<file path="config.mk">
export PLATFORM = sky130hd
export DESIGN_NAME = ltso_core
export DESIGN_NICKNAME = d
export VERILOG_FILES = /design/src/ltso_pkg.sv /design/src/ltso_core.sv
export SDC_FILE = /design/constraint.sdc
export NUM_CORES = 1
export LEC_CHECK = 0
export BUFFER_PORTS_ARGS = -buffer_cell sky130_fd_sc_hd__buf_2
export CAP_MARGIN = 10
export CORE_UTILIZATION = 40
export DETAILED_ROUTE_END_ITERATION = 10
export GPL_TIMING_DRIVEN = 0
export SETUP_SLACK_MARGIN = 0.15
export SLEW_MARGIN = 20
export SYNTH_ARGS = -nofsm -noshare
export SYNTH_HDL_FRONTEND = slang
export SYNTH_SLANG_ARGS = --single-unit
</file>
<file path="constraint.sdc">
create_clock -name clk_in -period 15.2 [get_ports clk_in]
set_input_delay 3.04 -clock clk_in [delete_from_list [all_inputs] [get_ports clk_in]]
set_output_delay 3.04 -clock clk_in [all_outputs]
set_load 0.01 [all_outputs]
</file>
<file path="src/ltso_pkg.sv">
// Function
// - Three-bit short thresholds for switches nine to eleven
// - Link register holds timeout selector and cluster id
// - Selector zero disables link supervision
// - Selector codes map to timeouts up to 5s
// - Fault output follows timeout flag
// - Timeout flag applies fail-safe switch pattern
// - Override bit forces switch closed while no timeout flag is set
// - Clear override leaves normal dimming control
// - Faults sampled only when switch opens
package ltso_pkg;
    localparam int          NSW          = 12;
    localparam logic [3:0]  ADDR_THRESH  = 4'h6;
    localparam logic [3:0]  ADDR_LINK    = 4'h7;
    localparam logic [3:0]  ADDR_PATTERN = 4'h8;
    localparam logic [3:0]  ADDR_FORCE   = 4'h9;
    localparam logic [5:0]  CID_RESET    = 6'h01;
    localparam int          TSEL_LSB     = 6;
    localparam int          CID_MSB      = 5;
    localparam int          REG_W        = 13;
    localparam int          CLK_KHZ      = 25000;
    localparam int          CNT_W        = 27;

    // Timeout in microseconds for each selector code
    function automatic int timeout_us(input logic [3:0] sel);
        unique case (sel)
            4'h1: return 200;
            4'h2: return 500;
            4'h3: return 1000;
            4'h4: return 2000;
            4'h5: return 5000;
            4'h6: return 10000;
            4'h7: return 20000;
            4'h8: return 50000;
            4'h9: return 100000;
            4'ha: return 200000;
            4'hb: return 500000;
            4'hc: return 1000000;
            4'hd: return 2000000;
            4'he: return 5000000;
            4'hf: return 5000000;
            4'h0: return 0;
        endcase
    endfunction : timeout_us
endpackage : ltso_pkg

</file>
<file path="src/ltso_core.sv">
`timescale 1ns/1ps
module ltso_core #(
    parameter int US_CYCLES = 25   // Clock cycles per microsecond
) (
    input  wire logic        clk_in,
    input  wire logic        rst_in,
    input  wire logic        wr_en_in,
    input  wire logic [3:0]  addr_in,
    input  wire logic [12:0] wdata_in,
    input  wire logic        cluster_call_in,
    input  wire logic [5:0]  rx_cluster_in,
    input  wire logic        cmd_valid_in,
    input  wire logic        flag_clear_in,
    input  wire logic [11:0] dim_switch_in,
    input  wire logic [11:0] fault_raw_in,
    output logic      [12:0] rdata_out,
    output logic             cluster_accept_out,
    output logic             timeout_flag_out,
    output logic             fault_output_out,
    output logic      [11:0] switch_closed_out,
    output logic      [11:0] fault_event_out,
    output logic      [8:0]  short_thresh_out
);
    logic [8:0]  thresh_r;
    logic [3:0]  tsel_r;
    logic [5:0]  cid_r;
    logic [11:0] pattern_r;
    logic [11:0] force_r;
    logic [31:0] cnt_r;
    logic        flag_r;
    logic [11:0] sw_prev_r;

    // Register index decode, shared by the write strobes and the read mux
    function automatic logic hit(input logic [3:0] a, input logic [3:0] idx);
        return a == idx;
    endfunction : hit

    // Write decode; a cluster call only lands when the id matches
    wire id_match = rx_cluster_in == cid_r;
    wire wr_ok    = wr_en_in && (!cluster_call_in || id_match);
    wire wr_th    = wr_ok && hit(addr_in, ltso_pkg::ADDR_THRESH);
    wire wr_link  = wr_ok && hit(addr_in, ltso_pkg::ADDR_LINK);
    wire wr_pat   = wr_ok && hit(addr_in, ltso_pkg::ADDR_PATTERN);
    wire wr_frc   = wr_ok && hit(addr_in, ltso_pkg::ADDR_FORCE);
    wire [31:0] limit = 32'(ltso_pkg::timeout_us(tsel_r) * US_CYCLES);
    wire armed    = tsel_r != 4'h0;
    wire expire   = armed && !flag_r && cnt_r >= limit - 32'h1;

    // override forces closed; fail-safe wins; normal otherwise
    wire [11:0] sw_nxt = flag_r ? pattern_r : (force_r | dim_switch_in);
    wire [11:0] opening = sw_prev_r & ~sw_nxt;

    // Register read mux, unused bits read zero
    wire [12:0] rd_nxt =
        hit(addr_in, ltso_pkg::ADDR_THRESH)  ? {4'h0, thresh_r} :
        hit(addr_in, ltso_pkg::ADDR_LINK)    ? {3'h0, tsel_r, cid_r} :
        hit(addr_in, ltso_pkg::ADDR_PATTERN) ? {1'b0, pattern_r} :
        hit(addr_in, ltso_pkg::ADDR_FORCE)   ? {1'b0, force_r} : 13'h0000;

    // Configuration registers
    always_ff @(posedge clk_in) begin
        if (rst_in) begin
            thresh_r  <= 9'h000;
            tsel_r    <= 4'h0;
            cid_r     <= ltso_pkg::CID_RESET;
            pattern_r <= 12'h000;
            force_r   <= 12'h000;
        end else begin
            if (wr_th) thresh_r <= wdata_in[8:0];
            if (wr_link) begin
                tsel_r <= wdata_in[9:ltso_pkg::TSEL_LSB];
                cid_r  <= wdata_in[ltso_pkg::CID_MSB:0];
            end
            if (wr_pat) pattern_r <= wdata_in[11:0];
            if (wr_frc) force_r <= wdata_in[11:0];
        end
    end

    // Inactivity timer and sticky flag; expiry beats a same-cycle clear
    always_ff @(posedge clk_in) begin
        if (rst_in) begin
            cnt_r  <= 32'h0;
            flag_r <= 1'b0;
        end else begin
            if (cmd_valid_in || wr_link || !armed || flag_r) cnt_r <= 32'h0;
            else cnt_r <= cnt_r + 32'h1;
            if (expire) flag_r <= 1'b1;
            else if (flag_clear_in) flag_r <= 1'b0;
        end
    end

    // Outputs registered; fault events only on opening edges
    always_ff @(posedge clk_in) begin
        if (rst_in) begin
            rdata_out          <= 13'h0000;
            cluster_accept_out <= 1'b0;
            fault_output_out   <= 1'b0;
            switch_closed_out  <= 12'h000;
            sw_prev_r          <= 12'h000;
            fault_event_out    <= 12'h000;
        end else begin
            rdata_out          <= rd_nxt;
            cluster_accept_out <= wr_en_in && cluster_call_in && id_match;
            fault_output_out   <= expire || (flag_r && !flag_clear_in);
            switch_closed_out  <= sw_nxt;
            sw_prev_r          <= sw_nxt;
            fault_event_out    <= opening & fault_raw_in;
        end
    end

    assign timeout_flag_out = flag_r;
    assign short_thresh_out = thresh_r;

    AST_FAULT_PIN: assert property (@(posedge clk_in) disable iff (rst_in)
        fault_output_out == flag_r)
        else $error("fault pin differs from flag");
    AST_PATTERN: assert property (@(posedge clk_in) disable iff (rst_in)
        flag_r |=> switch_closed_out == $past(pattern_r))
        else $error("fail-safe pattern not applied");
    AST_FORCE: assert property (@(posedge clk_in) disable iff (rst_in)
        !flag_r |=> (switch_closed_out & $past(force_r)) == $past(force_r))
        else $error("overridden switch not closed");
    AST_DISABLED: assert property (@(posedge clk_in) disable iff (rst_in)
        !armed && !flag_r |=> !flag_r)
        else $error("flag set while disabled");
    AST_CID: assert property (@(posedge clk_in) disable iff (rst_in)
        wr_en_in && cluster_call_in && !id_match |=> $stable(force_r))
        else $error("foreign cluster write landed");
    AST_RESTART: assert property (@(posedge clk_in) disable iff (rst_in)
        cmd_valid_in |=> cnt_r == 32'h0)
        else $error("timer not restarted");
    AST_STICKY: assert property (@(posedge clk_in) disable iff (rst_in)
        flag_r && !flag_clear_in |=> flag_r)
        else $error("flag dropped without clear");
    AST_EXPIRE: assert property (@(posedge clk_in) disable iff (rst_in)
        expire |=> flag_r)
        else $error("timeout did not set flag");
    AST_OPEN_ONLY: assert property (@(posedge clk_in) disable iff (rst_in)
        (fault_event_out & ~$past(opening)) == 12'h000)
        else $error("fault outside opening edge");

    COV_TIMEOUT: cover property (@(posedge clk_in) disable iff (rst_in)
        $rose(flag_r));
    COV_CLEAR: cover property (@(posedge clk_in) disable iff (rst_in)
        $fell(flag_r));
    COV_CLUSTER: cover property (@(posedge clk_in) disable iff (rst_in)
        cluster_accept_out);
    COV_EVENT: cover property (@(posedge clk_in) disable iff (rst_in)
        fault_event_out != 12'h000);

    // normal control when no override and no timeout
    AST_NORMAL: assert property (@(posedge clk_in) disable iff (rst_in)
        !flag_r |=> switch_closed_out ==
            ($past(force_r) | $past(dim_switch_in)))
        else $error("switch not under normal control");

    AST_LINK_WR: assert property (@(posedge clk_in) disable iff (rst_in)
        wr_link |=> tsel_r == $past(wdata_in[9:ltso_pkg::TSEL_LSB]) &&
            cid_r == $past(wdata_in[ltso_pkg::CID_MSB:0]))
        else $error("link register write lost");

    AST_THRESH_WR: assert property (@(posedge clk_in) disable iff (rst_in)
        wr_th |=> short_thresh_out == $past(wdata_in[8:0]))
        else $error("threshold write lost");

    // a clear with no expiry drops the flag
    AST_CLEAR: assert property (@(posedge clk_in) disable iff (rst_in)
        flag_r && flag_clear_in |=> !flag_r)
        else $error("flag survived clear");

    AST_SEL_RESTART: assert property (@(posedge clk_in) disable iff (rst_in)
        wr_link |=> cnt_r == 32'h0)
        else $error("timer not restarted by selector write");

    // no flag before the full silent interval
    AST_NO_EARLY: assert property (@(posedge clk_in) disable iff (rst_in)
        armed && !flag_r && cnt_r < limit - 32'h1 |=> !flag_r)
        else $error("flag set before timeout");

    // a forced switch never opens while no timeout flag is set, so never reports
    AST_FORCE_QUIET: assert property (@(posedge clk_in) disable iff (rst_in)
        !flag_r |=> (fault_event_out & $past(force_r)) == 12'h000)
        else $error("fault event on forced switch");

    // an accept only follows a matching id
    AST_ACCEPT: assert property (@(posedge clk_in) disable iff (rst_in)
        cluster_accept_out |-> $past(rx_cluster_in) == $past(cid_r))
        else $error("cluster call accepted with foreign id");

    // Timer restarts whenever the selector code is written; a mid-run code change
    // takes effect at once because the write also restarts the count
    COV_ARMED_CMD: cover property (@(posedge clk_in) disable iff (rst_in)
        armed && cmd_valid_in);
endmodule : ltso_core

</file>
==> results of run 1 <==
[cell families after synthesis]
kind of cell	Yosys count
adder cells (fa/ha/maj)	134
buffers and inverters	130
other	1
multiplexers	44
AND/OR/NAND/NOR	281
XOR/XNOR	59
flip-flops	134
AO/OA/AOI/OAI	179
[cell type report]
cell class,count,area share (%)
clock buffers,17,4.182
multi-input cells,698,54.07
inverters,96,3.616
well taps,275,3.383
repair buffers,98,4.822
flip-flops and latches,134,26.37
clock inverters,15,1.882
plain buffers,34,1.673
[where the power goes]
group	switching, mW	internal, mW	total, mW
clock	0.199	0.225	0.424
sequential	0.00286	0.355	0.358
combinational	0.0726	0.0535	0.126
[synth_stat cells, drive strengths merged, types with 3 or more instances]
master | number | area share (%)
a211o | 3 | 0.30
a211oi | 11 | 0.95
a21o | 34 | 2.9
a21oi | 36 | 2.1
a221oi | 14 | 1.6
a22oi | 10 | 0.86
a31oi | 10 | 0.72
and3 | 14 | 1.0
and4 | 4 | 0.40
buf | 14 | 1.1
clkbuf | 20 | 0.86
dfxtp | 134 | 31
fa | 34 | 7.8
ha | 100 | 14
inv | 95 | 4.1
mux2i | 44 | 5.3
nand2 | 62 | 2.7
nand2b | 4 | 0.29
nand3 | 16 | 0.92
nand3b | 5 | 0.43
nand4 | 16 | 1.1
nor2 | 107 | 4.8
nor2b | 17 | 1.2
nor3 | 22 | 1.4
o21a | 5 | 0.43
o21ai | 33 | 1.9
o21bai | 4 | 0.34
o22ai | 4 | 0.36
or3 | 5 | 0.36
xnor2 | 24 | 2.4
xor2 | 35 | 3.5
[worst max-delay path by stage]
stage | start | endpoint | slack (ps) | cells after the start
5_1_grt | register | fault_output_out$_SDFF_PP0_ | 9060 | 22
2_1_floorplan | register | fault_output_out$_SDFF_PP0_ | 10060 | 22
4_1_cts | register | fault_output_out$_SDFF_PP0_ | 9460 | 22
3_5_place_dp | addr_in[1] | register | 9310 | 11
6_report | register | fault_output_out$_SDFF_PP0_ | 9450 | 22
3_3_place_gp | addr_in[1] | register | 9320 | 11
[worst min-delay path: stages, from the launching register on]
cell     delay [ps]
dfxtp_1         310
nand2_1          50
nor3_1           30
[metrics by stage]
step	instance area (um2)	std cells	worst slack [ps]	hold WS, ps	total power [mW]
after floorplan	8713	962	10060	426.4	0.4558
after global placement	9548	1335	9325	420.2	0.4896
after detailed placement	9555	1335	9313	423.2	0.4916
after CTS	10170	1367	9457	436.8	0.9167
after global routing	10170	1367	9061	451.5	0.9486
final	10170	1367	9451	435.4	0.9083
[per-layer routing]
| metal | vias up | wire (um) |
|---|---|---|
| met1 | 3238 | 9926 |
| met3 | 32 | 1158 |
| met5 | - | 0 |
| met4 | 0 | 448 |
| met2 | 187 | 9441 |
| li1 | 3544 | - |
[cell usage in the layout, fill, tap and decap left out, drive strengths merged, types with 7 or more instances in the layout]
cell type / instances
a211oi: 11
a21o: 34
a21oi: 36
a221oi: 14
a22oi: 10
a31oi: 10
and3: 14
buf: 112
clkbuf: 37
clkinv: 7
dfxtp: 134
fa: 34
ha: 100
inv: 104
mux2i: 44
nand2: 62
nand3: 16
nand4: 16
nor2: 107
nor2b: 17
nor3: 22
o21ai: 33
xnor2: 24
xor2: 35
==> results.json, run 1 <==
{
  "fin_skew_ps": 15.14,
  "synth_top_family_by_area": "adder cells",
  "io_pins": 102,
  "root_buffer": "clkbuf_16",
  "synth-simple-area-share_pct": 15.55,
  "nNetsFinal": 1266,
  "overflow": 0,
  "grtUsageTotal_pct": 19.74,
  "finalCriticalPeriod_ps": 5749,
  "grtUsageMet3_pct": 4.695,
  "synth_nets": 1149,
  "grt_max_degree": 19,
  "fin_setup_tns_ps": 0,
  "syn_avg_cell_area_um2": 9.058,
  "syn_area_um2": 8713,
  "cts_hold_buffers": 0,
  "core_area_um2": 21220,
  "async_flop_share_pct": 0,
  "cts_buffers": 17,
  "status": "complete, no violations",
  "hold_viol": 0,
  "synth-compound-area-share_pct": 14.00,
  "max_freq_mhz": 174.0,
  "drt-total-wl_mm": 20.98,
  "initial_core_util_pct": 41.06,
  "cp.required_ps": 15510,
  "grt_use_met2_pct": 31.46,
  "worst_pin_slew_ps": 740.0,
  "vdd_ir_drop_max_uv": 71.25,
  "rsz0062_at_grt": "false",
  "r2r-end": "fault_output_out$_SDFF_PP0_",
  "critPathSlowestCell": "fa_1",
  "finalCritPeriodShare_pct": 37.82,
  "grt_first_pass_wirelength_mm": 34.76,
  "crit_path_end_kind": "register",
  "drc": 0,
  "path_class": "register to register",
  "vias_per_cell": 5.121,
  "yosys_warnings": 0,
  "clk_pin_slew_ps": 80,
  "dieArea_um2": 22380,
  "yosys-mux-area-fraction_pct": 5.342,
  "htree_levels": 4,
  "top_usage_layer": "met2",
  "hold_path_startpoint": "sw_prev_r[1]$_SDFF_PP0_",
  "grtUsageMet1_pct": 25.85,
  "cts_num_sinks": 134,
  "path_cells": "inv_1 -> fa_1 -> ha_1 -> inv_1 -> fa_1 -> inv_1 -> ha_1 -> a21o_1 -> a221oi_1 -> o21ai_2 -> a221oi_2 -> a31oi_1 -> a31oi_1 -> xor2_1 -> ha_1 -> a21o_1 -> a21o_1 -> a21o_1 -> a211o_1 -> o2111ai_1 -> a21oi_1 -> a221o_1",
  "slew-limit-headroom_pct": 50.12,
  "critPathTopFamily": "compound AO/OA/AOI/OAI gates",
  "vias": 7001,
  "cp_data_arrival_time_ps": 6060,
  "synth_cell_types": 68,
  "crit_top_cell": "a21o_1",
  "max_stage_delay_ps": 500,
  "crit_buf_inv": 3,
  "portBuffers": 98,
  "rrSetupSlack_ps": 9450,
  "register_area_um2": 2683,
  "place_hpwl_mm": 16.17,
  "clk_latency_ps": 430,
  "cts_tree": "built",
  "antenna_found_initial": 0,
  "drive_gt1_share_pct": 14.84,
  "p_per_area_nw_per_um2": 89.30,
  "ant_nets": 0,
  "first_iter_violations": 278,
  "synth_xor_area_share_pct": 5.930,
  "synthToLayoutAreaGrowth_pct": 16.74,
  "holdPathEnd": "fault_event_out[1]$_SDFF_PP0_",
  "n_fill_cell": 2050,
  "finalCoreUtilization_pct": 47.94,
  "r2r_cells": 22,
  "crit_path_max_fanout": 4,
  "p_leak_nw": 4.968,
  "grt_pass1_vias": 6893,
  "die_h_um": 149.6,
  "critPathLaunchType": "register",
  "cts_setup_buffers": 0,
  "row_count": 53,
  "synthCells": 962,
  "wl_per_cell_um": 15.34,
  "cap_viol_max_count": 0,
  "dieWidth_um": 149.6,
  "cts_buffer_depth": 2,
  "synthFlopType": "dfxtp_1",
  "synth_edf_count": 0,
  "maxSlewViolCount": 0,
  "dr.pass1.iters": 6,
  "setup_viol": 0,
  "diodes": 0,
  "synth-seq-cells": 134,
  "cts-resized-gates": 0,
  "min_path_cells": 2,
  "place_congestion": 0.8648,
  "yosysSeqAreaShare_pct": 30.79,
  "synth_fa_ha_area_share_pct": 22.17,
  "multi_input_area_um2": 5500,
  "hold_path_class": "register to register"
}
(Power assumes the default switching activity.)
==> run 2: changes to the inputs <==
==> constraint.sdc (replaced) <==
create_clock -name clk_in -period 4.75 [get_ports clk_in]
set_input_delay 0.95 -clock clk_in [delete_from_list [all_inputs] [get_ports clk_in]]
set_output_delay 0.95 -clock clk_in [all_outputs]
set_load 0.01 [all_outputs]
==> run 2 against run 1 <==
Compared with the run above:
- the flow now finishes with violations (negative setup slack)
- sequential share of layout area decreased by 0.39 points
- sequential cell count unchanged
- cell area rose by 2.3%
- cell count up 0.80%
- critical path depth unchanged
- first-iteration DRC count down 7.2%
- global-route usage barely moved
- critical path type unchanged
- largest power group unchanged
==> results.json, run 2 (same netlist as run 1, synthesis figures left out) <==
{
  "status": "complete, but fails checks",
  "violations": "negative setup slack",
  "vdd_ir_drop_max_uv": 201.6,
  "cts_hold_buffers": 0,
  "overflow": 0,
  "max_freq_mhz": 198.3,
  "drt-total-wl_mm": 21.11,
  "cts_buffers": 17,
  "place_congestion": 0.8845,
  "htree_levels": 4,
  "ant_nets": 0,
  "cts_num_sinks": 134,
  "root_buffer": "clkbuf_16",
  "worst_pin_slew_ps": 786.4,
  "dr.pass1.iters": 5,
  "antenna_found_initial": 0,
  "grt_max_degree": 18,
  "vias": 6980,
  "clk_pin_slew_ps": 80,
  "setup_viol": 2,
  "layout_commonest_cell": "dfxtp_1",
  "dieWidth_um": 149.6,
  "grt_first_pass_wirelength_mm": 34.35,
  "dp_cells": 1335,
  "cp.required_ps": 5070,
  "cap_viol_max_count": 0,
  "finalCritPeriodShare_pct": 106.2,
  "drive_gt1_share_pct": 19.13,
  "maxSlewViolCount": 0,
  "cts_buffer_depth": 2,
  "fin_cells": 1378,
  "power_mw": 2.932,
  "slew-limit-headroom_pct": 47.00,
  "initial_core_util_pct": 41.06,
  "drc": 0,
  "path_class": "register to register",
  "fin_skew_ps": 22.61,
  "row_count": 53,
  "grt_pass1_vias": 6842,
  "cts_tree": "built",
  "p_leak_nw": 5.032,
  "clk_latency_ps": 440,
  "hold_viol": 0,
  "finalCriticalPeriod_ps": 5043,
  "mostFrequentLayoutCells": "dfxtp_1, nor2_1, buf_2",
  "die_h_um": 149.6,
  "dieArea_um2": 22380,
  "post_dp_cell_area_um2": 9662,
  "cp_data_arrival_time_ps": 5360,
  "portBuffers": 98,
  "place_hpwl_mm": 16.18,
  "p_per_area_nw_per_um2": 281.7,
  "crit_path_max_fanout": 6,
  "critPathLaunchType": "register",
  "grtUsageTotal_pct": 19.70,
  "hold_path_class": "register to register",
  "fin_ws_ps": -292.9,
  "rsz0062_at_grt": "true",
  "vias_per_cell": 5.065,
  "core_area_um2": 21220,
  "synthToLayoutAreaGrowth_pct": 19.44,
  "wl_per_cell_um": 15.32,
  "nNetsFinal": 1277,
  "crit_path_end_kind": "register",
  "fin_setup_tns_ps": -568.7,
  "first_iter_violations": 258,
  "fin_area_um2": 10410,
  "diodes": 0,
  "io_pins": 102
}
## run 2: timing repair
| item | CTS | global route |
|---|---|---|
| pin swaps | 11 | 15 |
| setup buffers | 7 | 4 |
| cloned | 0 | 0 |
| endpoints found under the setup margin | 2 | 2 |
| resized for setup | 5 | 13 |
## run 2: layout make-up
class / instances / area [um2]
Fill cell: 2032 / 10810
Multi-Input combinational cell: 698 / 5643
Sequential cell: 134 / 2704
Timing Repair Buffer: 109 / 573.1
Clock buffer: 17 / 425.4
Inverter: 96 / 370.4
Tap cell: 275 / 344.1
Clock inverter: 15 / 177.7
Buffer: 34 / 170.2
## run 2: metrics by stage
stage / util, % / setup slack (ps) / hold slack, ps
final: 49.04 / -292.9 / 433.5
after global placement: 45.50 / -468.5 / 417.5
after global routing: 49.04 / -564.0 / 456.2
after floorplan: - / 41.70 / 426.4
after detailed placement: 45.53 / -441.1 / 425.1
after CTS: 48.71 / -326.4 / 434.4
## run 2: power breakdown
part	switching (mW)	internal [mW]	total (mW)	leakage, nW
combinational	0.251	0.204	0.455	3.65
clock	0.620	0.713	1.33	0.293
sequential	0.00914	1.14	1.15	1.09
## run 2: final timing paths
check | startpoint | end | slack, ps | cells after the start
setup / recovery | register | fault_output_out$_SDFF_PP0_ | -290 | 22
hold / removal | sw_prev_r[4]$_SDFF_PP0_ | fault_event_out[4]$_SDFF_PP0_ | 430 | 2
setup reg to reg | register | fault_output_out$_SDFF_PP0_ | -290 | 22
hold reg to reg | sw_prev_r[4]$_SDFF_PP0_ | fault_event_out[4]$_SDFF_PP0_ | 430 | 2
## run 2: worst max-delay path: stages (launching register included)
cell       delay [ps]
dfxtp_4           360
buf_4             140
fa_1              470
ha_1              290
inv_1              50
fa_1              390
inv_1             120
ha_4              230
a21o_1            170
a21o_1            180
a21o_1            170
a221oi_2          330
a31oi_2           160
a31oi_1           230
xor2_1            180
ha_1              270
a21o_1            170
a21o_1            150
a21o_1            150
a211o_1           260
o2111ai_2          70
a21oi_2           100
a221o_1           300
## run 2: metal layers
layer,track usage [%],share of wire (%),vias to the layer above
li1,-,-,3555
met1,25.43,48,3235
met2,32.41,46,169
met3,4.695,4.9,21
met4,5.765,1.2,0
met5,0,0,-
==> run 3: changes to the inputs <==
--- a/config.mk
+++ b/config.mk
@@ -5,6 +5,7 @@
 export SDC_FILE = /design/constraint.sdc
 export NUM_CORES = 1
 export LEC_CHECK = 0
+export ABC_AREA = 1
 export BUFFER_PORTS_ARGS = -buffer_cell sky130_fd_sc_hd__buf_2
 export CAP_MARGIN = 10
 export CORE_UTILIZATION = 40
==> run 3 against run 2 <==
Compared with the run above:
- the flow now finishes without violations
- first-iteration DRC count increased by 29%
- highest routed layer is now met5
- largest power group unchanged
- critical path depth rose by 3
- sequential share of layout area fell by 1.3 points
- clock power increased by 8%
- global-route usage increased by 1.2 points
- die area increased by 5.7%
- largest cell class unchanged
==> results.json, run 3 <==
{
  "yosys_warnings": 0,
  "dieWidth_um": 153.8,
  "crit_path_max_fanout": 4,
  "finalCoreUtilization_pct": 48.58,
  "maxSlewViolCount": 0,
  "cts_tree": "built",
  "overflow": 0,
  "dieArea_um2": 23660,
  "power_mw": 3.283,
  "place_congestion": 0.8665,
  "worst_pin_slew_ps": 728.4,
  "grt_max_degree": 17,
  "cp.required_ps": 5070,
  "crit_path_end_kind": "register",
  "yosysSeqAreaShare_pct": 29.10,
  "p_per_area_nw_per_um2": 298.5,
  "p_leak_nw": 5.092,
  "slew-limit-headroom_pct": 50.99,
  "fin_skew_ps": 14.66,
  "mostFrequentLayoutCells": "inv_1, nand2_1, nor2_1",
  "status": "complete, no violations",
  "drc": 0,
  "synth_area_leaders": "dfxtp_1, ha_1, inv_1",
  "htree_levels": 4,
  "synthCells": 1244,
  "hold_path_class": "register to register",
  "grt_pass1_vias": 7952,
  "root_buffer": "clkbuf_16",
  "synth_top_area_share_pct": 29.10,
  "io_pins": 102,
  "cp_data_arrival_time_ps": 4670,
  "syn_avg_cell_area_um2": 7.411,
  "nNetsFinal": 1556,
  "setup_viol": 0,
  "finalCritPeriodShare_pct": 91.46,
  "synth_nets": 1431,
  "rsz0062_at_grt": "false",
  "antenna_found_initial": 2,
  "fin_ws_ps": 405.6,
  "synth-seq-cells": 134,
  "synth_edf_count": 0,
  "cts_buffers": 17,
  "portBuffers": 98,
  "yosysMostFrequentCell": "inv_1",
  "cts_buffer_depth": 2,
  "synthToLayoutAreaGrowth_pct": 19.31,
  "initial_core_util_pct": 40.72,
  "synth_top_area_cell": "dfxtp_1",
  "syn_area_um2": 9219,
  "first_iter_violations": 334,
  "finalCriticalPeriod_ps": 4344,
  "async_flop_share_pct": 0,
  "critPathLaunchType": "register",
  "drive_gt1_share_pct": 18.31,
  "grtUsageTotal_pct": 20.89,
  "synthFlopType": "dfxtp_1",
  "max_freq_mhz": 230.2,
  "layout_commonest_cell": "inv_1",
  "cts_num_sinks": 134,
  "fin_setup_tns_ps": 0,
  "vdd_ir_drop_max_uv": 225.9,
  "clk_pin_slew_ps": 70,
  "ant_nets": 0,
  "n_fill_cell": 2260,
  "path_class": "register to register",
  "cap_viol_max_count": 0,
  "grt_first_pass_wirelength_mm": 39.30,
  "dp_slack_ps": -255.0,
  "core_area_um2": 22640,
  "wl_per_cell_um": 14.37,
  "drt-total-wl_mm": 23.98,
  "synth_cell_types": 47,
  "vias_per_cell": 4.993,
  "die_h_um": 153.8,
  "synth_commonest_cells": "inv_1, nand2_1, dfxtp_1",
  "place_hpwl_mm": 19.27,
  "dr.pass1.iters": 5,
  "clk_latency_ps": 440,
  "hold_viol": 0,
  "vias": 8333,
  "row_count": 55
}
==> run 3: cell count changes in the layout (fill, tap and decap cells not counted), sizes merged, moves of 16 or more <==
| cell | delta |
|---|---|
| a21oi | +80 |
| nand2 | +138 |
| nor2b | -16 |
| inv | +120 |
| o21ai | +20 |
| nand3 | +60 |
| mux2i | -44 |
| nor2 | +32 |
| xor2 | -16 |
| a21o | -33 |
==> run 3: cells by family (layout without fill, tap and decap cells) <==
logic type	count (synthesis)	after routing	share of synthesized area (%)
and+or+nand+nor	483	483	23.75
AOI/OAI and AO/OA	209	209	12.17
DFF	134	134	29.10
xor gates and xnor gates	40	40	3.800
adders and majority gates	134	134	20.96
other	1	3	0.04068
buffers and inverters	243	381	10.18
==> run 3: path summary, 6_finish.rpt <==
| check | startpoint | to | slack, ps | cells past startpoint |
|---|---|---|---|---|
| hold / removal | cnt_r[0]$_SDFF_PP0_ | cnt_r[0]$_SDFF_PP0_ | 450 | 1 |
| setup reg to reg | register | fault_output_out$_SDFF_PP0_ | 410 | 25 |
| hold reg to reg | cnt_r[0]$_SDFF_PP0_ | cnt_r[0]$_SDFF_PP0_ | 450 | 1 |
| setup / recovery | register | fault_output_out$_SDFF_PP0_ | 410 | 25 |
==> run 3: metal layers <==
| metal | wire (um) | global-route usage [%] |
|---|---|---|
| met1 | 10970 | 26.36 |
| met2 | 11350 | 35.30 |
| met3 | 1337 | 5.101 |
| met4 | 308 | 5.857 |
| met5 | 8 | 0 |
==> run 3: through the flow <==
| step | hold slack [ps] | std cells | instance area (um2) |
|---|---|---|---|
| after floorplan | 417.9 | 1244 | 9219 |
| after global placement | 430.4 | 1627 | 10070 |
| after detailed placement | 438.8 | 1627 | 10070 |
| after CTS | 455.7 | 1660 | 10740 |
| after global routing | 480.0 | 1667 | 10990 |
| final | 453.7 | 1669 | 11000 |
==> run 3: area by class of cell <==
class	instances	area (um2)	share of cell area, %
repair buffers	106	550.5	5.005
inverters	215	809.5	7.360
diodes	2	5.005	0.04550
plain buffers	28	131.4	1.194
well taps	285	356.6	3.242
clock inverters	15	205.2	1.866
multi-input cells	867	5802	52.75
clock buffers	17	425.4	3.868
flip-flops and latches	134	2714	24.67
==> run 3: repair_timing <==
action,in CTS,in global routing
hold buffers,0,0
pin swaps,1,16
resized for setup,13,68
setup endpoints to repair,2,2
buffers inserted,1,7
==> run 3: worst max-delay path: stages, from the launching register on <==
cell and delay, ps:
dfxtp_4 370, inv_4 50, fa_1 460, ha_1 290, inv_1 50, fa_1 490, inv_1 60, ha_4 280
nand2_1 70, inv_1 60, nand2_1 60, nand2_2 130, inv_1 60, o21ai_2 200, nand4_1 190, nand3_2 140
xor2_2 150, ha_1 260, a21oi_1 140, nor2_1 60, a211oi_2 160, o21ai_1 100, a21oi_1 130, nand2_1 120
nand2_1 80, o21ai_0 70
==> run 3: report_power, final <==
part / internal [mW] / switching [mW]
clock: 0.809 / 0.618
combinational: 0.280 / 0.430
sequential: 1.14 / 0.0100
total: 2.23 / 1.06
